### src/core/tatc_pkg.sv
// constants and types for the timer control block
package tatc_pkg;
  localparam int unsigned ADDR_W = 4;
  localparam logic [ADDR_W-1:0] CTRL_OFS  = 4'h0;
  localparam logic [ADDR_W-1:0] COUNT_OFS = 4'h4;
  localparam logic [ADDR_W-1:0] PERIOD_OFS = 4'h8;
  localparam logic [ADDR_W-1:0] STAT_OFS  = 4'hC;
  localparam int unsigned ON_BIT = 15;
  localparam int unsigned IDLE_BIT = 13;
  localparam int unsigned LOCK_BIT = 12;
  localparam int unsigned PEND_BIT = 11;
  localparam int unsigned GATE_BIT = 7;
  localparam int unsigned PS_LO = 4;
  localparam int unsigned SYNC_BIT = 2;
  localparam int unsigned CS_BIT = 1;
  localparam logic [31:0] CTRL_WMASK = 32'h0000_B0B6;
  localparam logic [31:0] CTRL_RST = 32'h0000_0000;
  localparam logic [15:0] PERIOD_RST = 16'hFFFF;
  localparam logic [1:0] RESP_OK = 2'h0;
  localparam logic [1:0] RESP_ERR = 2'h2;
  localparam int unsigned PS_W = 8;
  localparam logic [PS_W-1:0] PS_MAX1 = 8'h00;
  localparam logic [PS_W-1:0] PS_MAX8 = 8'h07;
  localparam logic [PS_W-1:0] PS_MAX64 = 8'h3F;
  localparam logic [PS_W-1:0] PS_MAX256 = 8'hFF;
  localparam logic [1:0] XFER_STEPS = 2'h2;
  typedef enum logic [1:0] {
    TATC_IDLE = 2'b00,
    TATC_XFER = 2'b01,
    TATC_DONE = 2'b11
  } tatc_wst_t;
endpackage

### src/core/tatc_timer.sv
// timer control register, prescaler, counter and write-transfer logic
//
// The register offsets and the AXI4-Lite interface to the registers are this design's own decisions.
`timescale 1ns/1ps
`default_nettype none
// Summary of operation
// - counter advances only while the enable bit is set
// - idle-halt bit set stops the timer while device idles
// - lockout set drops counter writes while a transfer is pending
// - lockout clear accepts back-to-back counter writes
// - pending flag reads one during asynchronous counter write transfer
// - pending flag reads zero in synchronous mode
// - gating applies only with internal clock selected
// - prescale codes 0..3 divide by 1, 8, 64, 256
// - unimplemented control bits read zero and ignore writes
module tatc_timer (
  // clock and reset
  input  wire logic                          sys_clk,
  input  wire logic                          rst_n,
  // axi4-lite write address and data
  input  wire logic [tatc_pkg::ADDR_W-1:0]   s_axi_awaddr,
  input  wire logic                          s_axi_awvalid,
  output logic                               s_axi_awready,
  input  wire logic [31:0]                   s_axi_wdata,
  input  wire logic [3:0]                    s_axi_wstrb,
  input  wire logic                          s_axi_wvalid,
  output logic                               s_axi_wready,
  // axi4-lite write response
  output logic [1:0]                         s_axi_bresp,
  output logic                               s_axi_bvalid,
  input  wire logic                          s_axi_bready,
  // axi4-lite read
  input  wire logic [tatc_pkg::ADDR_W-1:0]   s_axi_araddr,
  input  wire logic                          s_axi_arvalid,
  output logic                               s_axi_arready,
  output logic [31:0]                        s_axi_rdata,
  output logic [1:0]                         s_axi_rresp,
  output logic                               s_axi_rvalid,
  input  wire logic                          s_axi_rready,
  // device and timer pins
  input  wire logic                          idleMode,
  input  wire logic                          extClkTick,
  input  wire logic                          gateIn,
  output logic                               periodMatch
);
  import tatc_pkg::*;

  logic [31:0]      ctrl_q, ctrl_d;
  logic [15:0]      count_q, count_d, period_q, period_d;
  logic [PS_W-1:0]  ps_q, ps_d;
  logic [15:0]      wval_q, wval_d;
  logic [1:0]       wcnt_q, wcnt_d;
  tatc_wst_t        wst_q, wst_d;
  logic             awHeld_q, awHeld_d, wHeld_q, wHeld_d;
  logic [ADDR_W-1:0] awa_q, awa_d;
  logic [31:0]      wdat_q, wdat_d;
  logic [3:0]       wstb_q, wstb_d;
  logic             bval_q, bval_d, rval_q, rval_d;
  logic [1:0]       bresp_q, bresp_d, rresp_q, rresp_d;
  logic [31:0]      rdat_q, rdat_d;
  logic             match_q, match_d;
  logic             extPrev_q;
  logic             asyncMode, run, srcTick, gated, psTick, wrFire, cntWr, wrDrop;

  function automatic logic [PS_W-1:0] psLimit(input logic [1:0] code);
    unique case (code)
      2'b00: psLimit = PS_MAX1;
      2'b01: psLimit = PS_MAX8;
      2'b10: psLimit = PS_MAX64;
      2'b11: psLimit = PS_MAX256;
    endcase
  endfunction

  function automatic logic [31:0] mergeStrb(input logic [31:0] old, input logic [31:0] nw,
                                           input logic [3:0] strb);
    logic [31:0] r;
    r = old;
    for (int i = 0; i < 4; i++) begin
      if (strb[i]) begin
        r[i*8 +: 8] = nw[i*8 +: 8];
      end
    end
    mergeStrb = r;
  endfunction

  // bus handshakes: address and data taken independently
  assign s_axi_awready = !awHeld_q && !bval_q;
  assign s_axi_wready  = !wHeld_q && !bval_q;
  assign s_axi_arready = !rval_q;
  assign s_axi_bvalid  = bval_q;
  assign s_axi_bresp   = bresp_q;
  assign s_axi_rvalid  = rval_q;
  assign s_axi_rresp   = rresp_q;
  assign s_axi_rdata   = rdat_q;
  assign periodMatch   = match_q;
  assign wrFire = (awHeld_q || (s_axi_awvalid && s_axi_awready)) &&
                  (wHeld_q || (s_axi_wvalid && s_axi_wready)) && !bval_q;

  // source select and sync mode
  // source and sync selection
  assign asyncMode = ctrl_q[CS_BIT] && !ctrl_q[SYNC_BIT];
  assign srcTick = ctrl_q[CS_BIT] ? (extClkTick && !extPrev_q) : 1'b1;
  assign gated = ctrl_q[GATE_BIT] && !ctrl_q[CS_BIT] && !gateIn;
  assign run = ctrl_q[ON_BIT] && !(ctrl_q[IDLE_BIT] && idleMode);
  assign psTick = run && srcTick && !gated && (ps_q >= psLimit(ctrl_q[PS_LO +: 2]));

  always_comb begin
    awHeld_d = awHeld_q;
    wHeld_d  = wHeld_q;
    awa_d    = awa_q;
    wdat_d   = wdat_q;
    wstb_d   = wstb_q;
    bval_d   = bval_q;
    bresp_d  = bresp_q;
    rval_d   = rval_q;
    rresp_d  = rresp_q;
    rdat_d   = rdat_q;
    ctrl_d   = ctrl_q;
    period_d = period_q;
    cntWr    = 1'b0;
    wrDrop   = 1'b0;
    if (s_axi_awvalid && s_axi_awready) begin
      awHeld_d = 1'b1;
      awa_d    = s_axi_awaddr;
    end
    if (s_axi_wvalid && s_axi_wready) begin
      wHeld_d = 1'b1;
      wdat_d  = s_axi_wdata;
      wstb_d  = s_axi_wstrb;
    end
    if (wrFire) begin
      awHeld_d = 1'b0;
      wHeld_d  = 1'b0;
      bval_d   = 1'b1;
      bresp_d  = RESP_OK;
      unique case (awa_d)
        CTRL_OFS:   ctrl_d = mergeStrb(ctrl_q, wdat_d, wstb_d) & CTRL_WMASK;
        PERIOD_OFS: period_d = 16'(mergeStrb({16'h0000, period_q}, wdat_d, wstb_d));
        // lockout decides whether a pending write blocks
        COUNT_OFS: begin
          if (ctrl_q[LOCK_BIT] && wst_q != TATC_IDLE) begin
            wrDrop = 1'b1;
          end else begin
            cntWr = 1'b1;
          end
        end
        STAT_OFS: bresp_d = RESP_OK;
        default:  bresp_d = RESP_ERR;
      endcase
    end else if (bval_q && s_axi_bready) begin
      bval_d = 1'b0;
    end
    if (s_axi_arvalid && s_axi_arready) begin
      rval_d  = 1'b1;
      rresp_d = RESP_OK;
      unique case (s_axi_araddr)
        // pending flag only in asynchronous mode
        CTRL_OFS:   rdat_d = (ctrl_q & CTRL_WMASK) |
                             (32'(asyncMode && wst_q != TATC_IDLE) << PEND_BIT);
        COUNT_OFS:  rdat_d = {16'h0000, count_q};
        PERIOD_OFS: rdat_d = {16'h0000, period_q};
        STAT_OFS:   rdat_d = {30'h0, run, asyncMode};
        default: begin
          rdat_d  = 32'h0000_0000;
          rresp_d = RESP_ERR;
        end
      endcase
    end else if (rval_q && s_axi_rready) begin
      rval_d = 1'b0;
    end
  end

  // counter write transfer: synchronous mode lands at once
  always_comb begin
    wst_d   = wst_q;
    wcnt_d  = wcnt_q;
    wval_d  = wval_q;
    count_d = count_q;
    ps_d    = ps_q;
    match_d = 1'b0;
    if (run && srcTick && !gated) begin
      ps_d = psTick ? '0 : PS_W'(ps_q + 1'b1);
    end
    if (!ctrl_q[ON_BIT]) begin
      ps_d = '0;
    end
    if (psTick) begin
      if (count_q == period_q) begin
        count_d = 16'h0000;
        match_d = 1'b1;
      end else begin
        count_d = 16'(count_q + 1'b1);
      end
    end
    unique case (wst_q)
      TATC_IDLE: ;
      TATC_XFER: begin
        if (srcTick) begin
          wcnt_d = 2'(wcnt_q + 1'b1);
        end
        if (wcnt_q == XFER_STEPS) begin
          wst_d = TATC_DONE;
        end
      end
      TATC_DONE: begin
        count_d = wval_q;
        wst_d   = TATC_IDLE;
      end
    endcase
    if (cntWr) begin
      wval_d = wdat_d[15:0];
      wcnt_d = 2'h0;
      if (asyncMode) begin
        wst_d = TATC_XFER;
      end else begin
        count_d = wdat_d[15:0];
        wst_d   = TATC_IDLE;
      end
    end
  end

  always_ff @(posedge sys_clk or negedge rst_n) begin
    if (!rst_n) begin
      ctrl_q    <= CTRL_RST;
      period_q  <= PERIOD_RST;
      count_q   <= 16'h0000;
      ps_q      <= '0;
      wval_q    <= 16'h0000;
      wcnt_q    <= 2'h0;
      wst_q     <= TATC_IDLE;
      awHeld_q  <= 1'b0;
      wHeld_q   <= 1'b0;
      awa_q     <= '0;
      wdat_q    <= 32'h0000_0000;
      wstb_q    <= 4'h0;
      bval_q    <= 1'b0;
      bresp_q   <= 2'h0;
      rval_q    <= 1'b0;
      rresp_q   <= 2'h0;
      rdat_q    <= 32'h0000_0000;
      match_q   <= 1'b0;
      extPrev_q <= 1'b0;
    end else begin
      ctrl_q    <= ctrl_d;
      period_q  <= period_d;
      count_q   <= count_d;
      ps_q      <= ps_d;
      wval_q    <= wval_d;
      wcnt_q    <= wcnt_d;
      wst_q     <= wst_d;
      awHeld_q  <= awHeld_d;
      wHeld_q   <= wHeld_d;
      awa_q     <= awa_d;
      wdat_q    <= wdat_d;
      wstb_q    <= wstb_d;
      bval_q    <= bval_d;
      bresp_q   <= bresp_d;
      rval_q    <= rval_d;
      rresp_q   <= rresp_d;
      rdat_q    <= rdat_d;
      match_q   <= match_d;
      extPrev_q <= extClkTick;
    end
  end

  stopped_hold_a: assert property (@(posedge sys_clk) disable iff (!rst_n)
    !ctrl_q[ON_BIT] && wst_q == TATC_IDLE && !cntWr |=> $stable(count_q))
    else $error("counter moved while disabled");
  idle_halt_a: assert property (@(posedge sys_clk) disable iff (!rst_n)
    ctrl_q[IDLE_BIT] && idleMode && wst_q == TATC_IDLE && !cntWr |=> $stable(count_q))
    else $error("timer ran in idle");
  lock_drop_a: assert property (@(posedge sys_clk) disable iff (!rst_n)
    wrDrop |=> $stable(wval_q))
    else $error("locked write accepted");
  back_to_back_a: assert property (@(posedge sys_clk) disable iff (!rst_n)
    wrFire && awa_d == COUNT_OFS && !ctrl_q[LOCK_BIT] |-> cntWr)
    else $error("unlocked write lost");
  // async write is pending on the cycle after it is accepted
  async_pend_a: assert property (@(posedge sys_clk) disable iff (!rst_n)
    cntWr && asyncMode |=> wst_q == TATC_XFER)
    else $error("async write not pending");
  sync_land_a: assert property (@(posedge sys_clk) disable iff (!rst_n)
    cntWr && !asyncMode |=> wst_q == TATC_IDLE && count_q == $past(wdat_d[15:0]))
    else $error("sync write not direct");
  gate_ignore_a: assert property (@(posedge sys_clk) disable iff (!rst_n)
    ctrl_q[CS_BIT] && run && srcTick && ctrl_q[PS_LO +: 2] == 2'b00 |-> psTick)
    else $error("gate active on external clock");
  reserved_zero_a: assert property (@(posedge sys_clk) disable iff (!rst_n)
    (ctrl_q & ~CTRL_WMASK) == 32'h0000_0000)
    else $error("unimplemented bit set");
  div_eight_a: assert property (@(posedge sys_clk) disable iff (!rst_n)
    psTick && !ctrl_q[CS_BIT] && !ctrl_q[GATE_BIT] && ctrl_q[PS_LO +: 2] == 2'b01 && !ctrl_d[CS_BIT]
    |=> (!psTick || ctrl_q[PS_LO +: 2] == 2'b00) [*7])
    else $error("prescale spacing wrong");

  run_c: cover property (@(posedge sys_clk) disable iff (!rst_n) psTick);
  match_c: cover property (@(posedge sys_clk) disable iff (!rst_n) match_q);
  drop_c: cover property (@(posedge sys_clk) disable iff (!rst_n) wrDrop);
  async_c: cover property (@(posedge sys_clk) disable iff (!rst_n) wst_q == TATC_DONE);
endmodule
`default_nettype wire

### config.mk
export PLATFORM = sky130hd
export DESIGN_NAME = tatc_timer
export DESIGN_NICKNAME = d
export VERILOG_FILES = /design/src/core/tatc_pkg.sv /design/src/core/tatc_timer.sv
export SDC_FILE = /design/constraint.sdc
export NUM_CORES = 1
export LEC_CHECK = 0
export ABC_AREA = 1
export CORE_MARGIN = 2
export CORE_UTILIZATION = 64
export CTS_CLUSTER_SIZE = 30
export DETAILED_ROUTE_END_ITERATION = 12
export DONT_BUFFER_PORTS = 1
export PLACE_DENSITY = 0.91
export SYNTH_ARGS = -nofsm -noshare
export SYNTH_HDL_FRONTEND = slang
export SYNTH_SLANG_ARGS = --single-unit
### constraint.sdc
create_clock -name sys_clk -period 2.8 [get_ports sys_clk]
set_clock_uncertainty 0.1 [all_clocks]
set_input_delay 0.14 -clock sys_clk [delete_from_list [all_inputs] [get_ports sys_clk]]
set_output_delay 0.14 -clock sys_clk [all_outputs]
set_load 0.01 [all_outputs]
Word-level counts from Yosys, hierarchy flattened
Cells that the tools add are included.
{ "classes": {"add_sub_neg": 3, "multipliers": 0, "div": 0, "magnitude_cmp": 1, "n_eq_ne": 15, "shift": 0, "mux": 36, "n_bitwise": 1, "reduce_logical": 51} }
{ "ops": {"columns": ["operator", "n"], "rows": [
  ["16-bit 2-to-1 mux", 6],
  ["16-bit one-hot mux with 4 select lines", 1],
  ["8-bit one-hot mux with 4 select lines", 1],
  ["8-bit 2-to-1 mux", 3],
  ["1-bit logical AND", 20],
  ["16-bit by 1-bit adder with 16-bit output, second input constant", 1],
  ["16-bit equality test", 1],
  ["4-bit equality test, second input constant", 4],
  ["2-bit 2-to-1 mux", 8],
  ["16-bit by 12-bit bitwise OR with 16-bit output", 1],
  ["1-bit 2-to-1 mux", 15],
  ["2-bit nonzero test", 7],
  ["3-bit AND reduction", 4],
  ["1-bit zero test", 10],
  ["8-bit by 1-bit adder with 8-bit output, second input constant", 1],
  ["2-bit equality test, second input constant", 4],
  ["4-bit by 3-bit equality test with 1-bit output, second input constant", 2],
  ["8-bit greater-or-equal comparator", 1],
  ["4-bit zero test", 2],
  ["4-bit OR reduction", 2],
  ["2-bit by 1-bit equality test with 1-bit output, second input constant", 2],
  ["4-bit 2-to-1 mux", 1],
  ["2-bit one-hot mux with 2 select lines", 1],
  ["2-bit AND reduction", 2],
  ["other kinds (6)", 7]
]} }
{ "word_totals": {"register_bits": 132, "latch_bits": 0, "ramBits": 0, "rom_bits": 0, "word_cells": 128, "mem_count": 0} }

Depth between registers and ports, before layout
Gate-level depths: netlist of the first run.
{ "depth": {"ltp_word": 10, "mapped_depth": 16, "depth_no_buf": 15} }

Least setup slack after synthesis of the first run
No wires, ideal clock.
{ "synth_timing": {"path_type": "flip-flop to flip-flop", "start": "register ctrl_q[4]", "end": "register count_q[0]", "setup_time_ns": 0.121, "arrival_time_ns": 1.816, "slack_ns": 0.763, "stages_incl_launch_ff": 15, "synth_period_minus_slack_ns": 2.037, "cell_sequence": "dfrtp_1 -> nor2_1 -> inv_1 -> ha_1 -> nand2_1 -> nand3_1 -> nand2_1 -> nand2_1 -> nand2_1 -> nand2_1 -> nand2_1 -> buf_2 -> nand2_1 -> nand3_1 -> a21oi_1"} }
{ "synth_via": {"elab_chain_len": 8, "elab_cells_between_ends": 11} }
{ "synth_rtl": {"columns": ["element", "line", "text"], "rows": [
  ["start, declared", "tatc_timer.sv:48", "logic [31:0] ctrl_q, ctrl_d;"],
  ["start signal, assigned", "tatc_timer.sv:244", "ctrl_q <= ctrl_d;"],
  ["2-bit equality test (tied with other cells)", "tatc_timer.sv:66", "unique case (code)"],
  ["8-bit one-hot mux with 4 select lines (*)", "tatc_timer.sv:66", null],
  ["8-bit greater-or-equal comparator (*)", "tatc_timer.sv:105", "assign psTick = run && srcTick && !gated && (ps_q >= psLimit(ctrl_q[PS_LO +: 2]));"],
  ["1-bit logical AND (*)", "tatc_timer.sv:105", null],
  ["16-bit 2-to-1 mux (*)", "tatc_timer.sv:187", "if (psTick) begin"],
  ["16-bit 2-to-1 mux (*)", "tatc_timer.sv:195", "unique case (wst_q)"],
  ["16-bit 2-to-1 mux", "tatc_timer.sv:213", "if (asyncMode) begin"],
  ["16-bit 2-to-1 mux (*)", "tatc_timer.sv:210", "if (cntWr) begin"],
  ["named net count_d[0]", "tatc_timer.sv:49", "logic [15:0] count_q, count_d, period_q, period_d;"],
  ["end signal, assigned", "tatc_timer.sv:246", "count_q <= count_d;"],
  ["end, declared", "tatc_timer.sv:49", null]
]} }
Mark *: on every way through the listed nets, which the timed path passes. The rest lies on a longest branch.
A chain may end at the register's enable or synchronous reset.

Worst setup path after layout of the first run
{ "layout_timing": {"start": "register bval_q, in the netlist s_axi_bvalid", "end": "register wval_q[3]"} }
{ "layout_via": {"elab_chain_len": 7, "elab_cells_between_ends": 14} }
{ "layout_rtl": {"columns": ["element", "line", "text"], "rows": [
  ["start, declared", "tatc_timer.sv:58", "logic bval_q, bval_d, rval_q, rval_d;"],
  ["start signal, assigned", "tatc_timer.sv:256", "bval_q <= bval_d;"],
  ["1-bit zero test (*)", "tatc_timer.sv:87", "assign s_axi_awready = !awHeld_q && !bval_q;"],
  ["1-bit logical AND (*)", "tatc_timer.sv:87", null],
  ["named net s_axi_awready", "tatc_timer.sv:23", "output logic s_axi_awready,"],
  ["1-bit logical AND (*)", "tatc_timer.sv:96, tatc_timer.sv:122", null],
  ["4-bit 2-to-1 mux or 1-bit logical OR (tied branches)", "tatc_timer.sv:122, tatc_timer.sv:96", null],
  ["4-bit by 3-bit equality test with 1-bit output or 1-bit logical AND (tied branches)", "tatc_timer.sv:136, tatc_timer.sv:96", null],
  ["1-bit 2-to-1 mux or 1-bit logical AND (tied branches)", "tatc_timer.sv:136, tatc_timer.sv:97", null],
  ["1-bit 2-to-1 mux (*)", "tatc_timer.sv:131", "if (wrFire) begin"],
  ["end signal, assigned", "tatc_timer.sv:248", "wval_q <= wval_d;"],
  ["end, declared", "tatc_timer.sv:51", "logic [15:0] wval_q, wval_d;"]
]} }
Marks and branches as above.

==> run summary, run 1 <==
Vias in the first global route: 5713
Ys async rst share: 1.00
Post-Syn Area per Cell: 7.57 um^2
Ant diodes: 0
Maximum root-to-sink buffer count: 2
Share of layout cells above drive strength 1: 0.113
Iter 0 DRT Violations: 640
CTS tree: yes
Count of buffers from port buffering: 0
Final setup viols: 0
Critical path peak fanout: 19
CP startpoint kind: flip-flop
Synth Area in Compound Gates: 0.118
Final slew viol count: 0
CTS root buf: clkbuf_8
Core area: 9680 um^2
Power Total: 7780 uW
XOR/XNOR share of the synthesized area: 0.0167
Max-Cap Viols: 0
Met3 WL: 1390 um
VDD IR max: 0.730 mV
Wire per inst: 16.4 um
Initial Util: 0.652
Largest net degree at the start of global routing: 115
Adder-cell share of the synthesized area: 0.0218
HP Class: in -> reg
Post-route cell area: 7440 um^2
Antenna violations before repair: 0
Distinct cells, synth: 40
RSZ-0062 raised after global routing: false
DR pass1 iterations: 5
Io pins: 96
Die width: 103 um
Final min period: 2640 ps
Critical path's largest stage delay: 570 ps
Top_reg_cell synth: dfrtp_1
Clk_lat worst skew: 540 ps
Mux share of post-synthesis cell area: 0
Sequential area share after synthesis: 0.455
Post-synthesis instance total: 834
Crit-path slowest cell: dlygate4sd3_1
Metal-1 WL: 6740 um
Most frequent cells in the layout: nand2_1 (285), inv_1 (100), dfrtp_1 (98), nor2_1 (56), dlygate4sd3_1 (47)
Mapped Area: 6310 um^2
Post-DP HPWL: 10600 um
Final ANT Viol Nets: 0
Final net count: 947
Total congestion overflow: 0
Pwr per Cell Area: 1050 nW/um^2
GRT Resource Usage Total: 0.336
P&R area growth vs syn: 17.9%
CP Capture Type: flip-flop
Yosys reg bits: 114
Worst EP required: 3170 ps
Max H-tree Level: 4
Total number of yosys warnings: 0
Crit-path cells: nor2_2 > nand2_2 > o21ai_2 > nand2_1 > nor2_4 > nand2_4 > inv_6 > nor2_1 > a31oi_1 > dlygate4sd3_1
Most common cell after layout, fill and taps aside: nand2_1
Max-slew headroom: 0.413
Status: finished, final reports clean
Met2 wire length: 8050 um
Vias per Instance: 5.74
Hold slack: 85.0 ps
Post-Synth Simple-Gate Area: 0.277
Clock sink count: 114
Worst Setup Path Type: reg -> reg
GP Congestion: 0.964
Die Height: 103 um
Final Hold Viols: 0
CTS Buf Count: 17
Uppermost layer routed: met4
Vias: 5900
F_max: 379 MHz
DRC: 0
TNS Setup: 0 ps
Main combinational cell family by area after synthesis: simple AND/OR/NAND/NOR gates
Die Footprint: 10700 um^2
Worst Path Arrival: 3010 ps
Worst slew pin tran: 879 ps
Final period util: 0.942
Number of synthesized flops with an enable pin: 0
First-pass GRT wire length: 26900 um
Routed WL: 16800 um
Dpl cell area: 6330 um^2
Core Rows: 36
Clk pin slew, worst setup/hold paths: 60 ps
Leakage Power: 0.00380 uW
-- kinds of logic (layout without fill, tap and decap cells) --
family,Yosys count,in the layout
compound gates,120,120
xor+xnor,12,12
fa+ha+maj,11,11
buf+inv,153,197
flops,114,114
other cells,1,18
simple gates,423,423
-- power by group --
group / internal [uW] / total (uW) / switching, uW / leakage (uW)
sequential: 2290 / 2740 / 448 / 0.00143
clock: 1410 / 2170 / 756 / 0.000301
combinational: 1030 / 2870 / 1840 / 0.00207
total: 4740 / 7780 / 3040 / 0.00380
-- final timing paths --
path                              start               to  slack (ps)  cells after the start
max                        s_axi_bvalid        wval_q[3]         160                     10
min reg2reg                  wval_q[13]       wval_q[13]         400                      2
max reg2reg                s_axi_bvalid        wval_q[3]         160                     10
min in group asynchronous         rst_n  s_axi_rdata[11]         100                      2
min                          extClkTick        extPrev_q          80                      1
max in group asynchronous         rst_n        wval_q[7]        2050                      2
-- final cells by class --
class | instances | area (um^2)
Multi-Input combinational cell | 584 | 2820
Fill cell | 649 | 2250
Clock inverter | 11 | 134
Clock buffer | 21 | 459
Inverter | 108 | 410
Timing Repair Buffer | 57 | 578
Tap cell | 133 | 166
Sequential cell | 114 | 2870
-- worst max-delay path: cells and delay by family (launching register included) --
family	cells	cell delay, ps
buffers and inverters	2	760
AO/OA/AOI/OAI	2	350
flip-flops	1	470
AND/OR/NAND/NOR	6	880
-- synth_stat cells, types with 2 or more instances --
cell / instances / area (um^2)
nand4_1: 4 / 25.0
a31oi_1: 6 / 37.5
buf_2: 10 / 50.1
and2_1: 9 / 56.3
ha_1: 11 / 138
o221ai_1: 6 / 52.6
a21oi_1: 17 / 85.1
nand2_2: 3 / 18.8
or2_1: 2 / 12.5
nor2_1: 56 / 210
nor3_1: 8 / 40.0
nor2_2: 4 / 25.0
dfstp_2: 16 / 420
xor2_1: 12 / 105
o21ai_2: 17 / 149
o21ai_1: 18 / 90.1
dfrtp_1: 98 / 2450
clkbuf_1: 10 / 37.5
nand3_1: 44 / 220
o211ai_1: 2 / 15.0
nand2_1: 285 / 1070
buf_6: 5 / 56.3
or2_2: 2 / 12.5
inv_1: 100 / 375
o22ai_1: 13 / 81.3
o21a_1: 3 / 22.5
buf_4: 19 / 143
inv_2: 8 / 30.0
o21ai_0: 34 / 170
nand2_4: 2 / 22.5
-- stage by stage --
step | cells | util | worst slack [ps]
floorplan | 851 | - | 763
global placement | 948 | 0.654 | 474
detailed placement | 948 | 0.654 | 402
CTS | 1028 | 0.766 | 105
global route | 1028 | 0.768 | 3.22
finish | 1028 | 0.768 | 161
-- state kept, by name (all words and copies together) (netlist names), 4 cells and up --
signal,flops
awa_q,4
wdat_q,16
wval_q,16
s_axi_rdata,16
ctrl_q,8
period_q,16
count_q,16
ps_q,8
-- routing by layer --
layer  track usage  vias up
met5             0        -
met4         0.179        0
met3        0.0806       70
met2         0.539      329
met1         0.422     2810
li1              -     2691
-- timing repair --
action,in CTS,in global routing
gates resized for setup,0,6
endpoints found under the setup margin,0,4
hold endpoints to repair,206,0
hold buffers,48,0
setup buffers,0,0
No activity file was read; power rests on OpenSTA's default activity.
==> inputs of run 2 (changes only) <==
--- a/config.mk
+++ b/config.mk
@@ -11,7 +11,9 @@
 export CTS_CLUSTER_SIZE = 30
 export DETAILED_ROUTE_END_ITERATION = 12
 export DONT_BUFFER_PORTS = 1
+export MAX_ROUTING_LAYER = met4
 export PLACE_DENSITY = 0.91
+export RECOVER_POWER = 25
 export SYNTH_ARGS = -nofsm -noshare
 export SYNTH_HDL_FRONTEND = slang
 export SYNTH_SLANG_ARGS = --single-unit
==> run 2 against run 1 <==
  * The run now ends with max-capacitance violations, max-slew violations left
  * Largest power group unchanged
  * Design area fell by 1.4%
  * Critical path depth is the same
  * Setup slack worse by 8.5 ps
  * Global-route usage increased by 0.056 points
  * Worst hold slack better by 1.6 ps
  * Cell count about the same
  * Combinational power is 1% lower
  * Sequential cell count unchanged
==> run summary, run 2 (same netlist as run 1, synthesis figures left out) <==
Status: complete, but fails checks
Failing checks: max-capacitance violations, max-slew violations
Total congestion overflow: 0 (unchanged)
Io pins: 96 (unchanged)
Leakage Power: 0.00375 uW (-1.4%)
Vias in the first global route: 5688 (-0.44%)
Vias per Instance: 5.68 (-1.1%)
Pwr per Cell Area: 1030 nW/um^2 (-1.9%)
Worst EP required: 3170 ps (about the same)
Maximum root-to-sink buffer count: 2 (unchanged)
Clk_lat worst skew: 530 ps (about the same)
Crit-path slowest cell: dlygate4sd3_1
CTS Buf Count: 17 (unchanged)
CTS root buf: clkbuf_8
TNS Setup: 0 ps (unchanged)
Wire per inst: 16.1 um (-1.7%)
Max-Cap Viols: 1 (+1)
Worst Setup Path Type: reg -> reg
DR pass1 iterations: 5 (unchanged)
First-pass GRT wire length: 26600 um (-1.4%)
Final min period: 2650 ps (+8.50 ps)
Core area: 9680 um^2 (unchanged)
Final setup viols: 0 (unchanged)
Max H-tree Level: 4 (unchanged)
Worst slew pin tran: 1510 ps (+636 ps)
Vias: 5831 (-1.2%)
Critical path peak fanout: 19 (unchanged)
P&R area growth vs syn: 16.2%
Power Total: 7520 uW (-3.3%)
RSZ-0062 raised after global routing: false
Placed Cells: 949 (+0.11%)
CTS tree: yes
Final non-filler cell total: 1027 (-0.097%)
CP Capture Type: flip-flop
Largest net degree at the start of global routing: 115 (unchanged)
Final Worst Setup Slack: 153 ps (-8.50 ps)
Count of buffers from port buffering: 0 (unchanged)
Final ANT Viol Nets: 0 (unchanged)
Die width: 103 um (unchanged)
Met3 WL: 1390 um (+0.29%)
Most frequent cells in the layout: nand2_1 (285), inv_1 (100), dfrtp_1 (98), nor2_1 (56), dlygate4sd3_1 (45)
GRT Resource Usage Total: 0.336 (+0.000562)
Critical path's largest stage delay: 570 ps (about the same)
Antenna violations before repair: 0 (unchanged)
VDD IR max: 0.705 mV (-3.5%)
Post-DP HPWL: 10400 um (-2.0%)
Final Hold Viols: 0 (unchanged)
HP Class: in -> reg
DRC: 0 (unchanged)
Core Rows: 36 (unchanged)
Die Footprint: 10700 um^2 (unchanged)
Initial Util: 0.652 (unchanged)
Metal-1 WL: 6640 um (-1.5%)
Uppermost layer routed: met4
Most common cell after layout, fill and taps aside: nand2_1
Pre-CTS setup slack: 417 ps (+15.0 ps)
Met2 wire length: 7870 um (-2.2%)
Final period util: 0.946 (+0.00304)
Iter 0 DRT Violations: 438 (-32%)
Routed WL: 16500 um (-1.8%)
CP startpoint kind: flip-flop
Clock sink count: 114 (unchanged)
Share of layout cells above drive strength 1: 0.106 (-0.00659)
Crit-path cells: nor2_2 > nand2_2 > o21ai_1 > nand2_1 > nor2_2 > nand2_4 > inv_8 > nor2_1 > a31oi_1 > dlygate4sd3_1
F_max: 378 MHz (-0.32%)
Layout fillers: 659 (+1.5%)
Final slew viol count: 115 (+115)
Worst Path Arrival: 3010 ps (about the same)
Most used cell, CP: nor2_2
Ant diodes: 0 (unchanged)
Clk pin slew, worst setup/hold paths: 50 ps (about the same)
GP Congestion: 1.00 (+4.0%)
Final net count: 946 (-0.11%)
Die Height: 103 um (unchanged)
Max-slew headroom: -0.00972 (-0.422)
[run 2: cell type report]
class	instances	area (um^2)	share of cell area
flip-flops and latches	114	2870	0.392
multi-input cells	584	2810	0.384
repair buffers	56	546	0.0744
clock buffers	26	468	0.0638
inverters	108	413	0.0563
well taps	133	166	0.0227
clock inverters	6	55.1	0.00751
[run 2: worst max-delay path: cells and delay by family (launching register included)]
| family | cells | cell delay [ps] |
|---|---|---|
| buffers and inverters | 2 | 740 |
| AND/OR/NAND/NOR | 6 | 880 |
| flip-flops | 1 | 470 |
| AO/OA/AOI/OAI | 2 | 390 |
[run 2: worst paths after layout]
kind | startpoint | end | slack (ps) | depth (start not counted)
hold / removal | extClkTick | extPrev_q | 90 | 1
max in group asynchronous | rst_n | wHeld_q | 1190 | 2
setup / recovery | s_axi_bvalid | wval_q[3] | 150 | 10
setup reg to reg | s_axi_bvalid | wval_q[3] | 150 | 10
min in group asynchronous | rst_n | s_axi_rdata[9] | 470 | 2
hold reg to reg | wval_q[7] | wval_q[7] | 390 | 2
[run 2: stage by stage]
step,hold WS [ps],util,cell area (um^2)
floorplan,-256,-,6370
global placement,-253,0.655,6340
detailed placement,-253,0.655,6340
CTS,72.7,0.758,7340
global route,99.7,0.757,7330
finish,86.6,0.757,7330
[run 2: where the power goes]
part / internal (uW) / switching (uW)
clock: 1210 / 723
combinational: 1020 / 1820
sequential: 2290 / 457
[run 2: layer usage]
metal  GRT usage  up-vias
met5           -        -
met4       0.159        0
li1            -     2690
met1       0.408     2750
met2       0.537      324
met3      0.0739       67
[run 2: what timing repair did]
action,4_1_cts,5_1_grt
endpoints found under the setup margin,0,3
buffers inserted,0,0
hold buffers,46,0
hold endpoints to repair,202,0
gates resized for setup,0,6
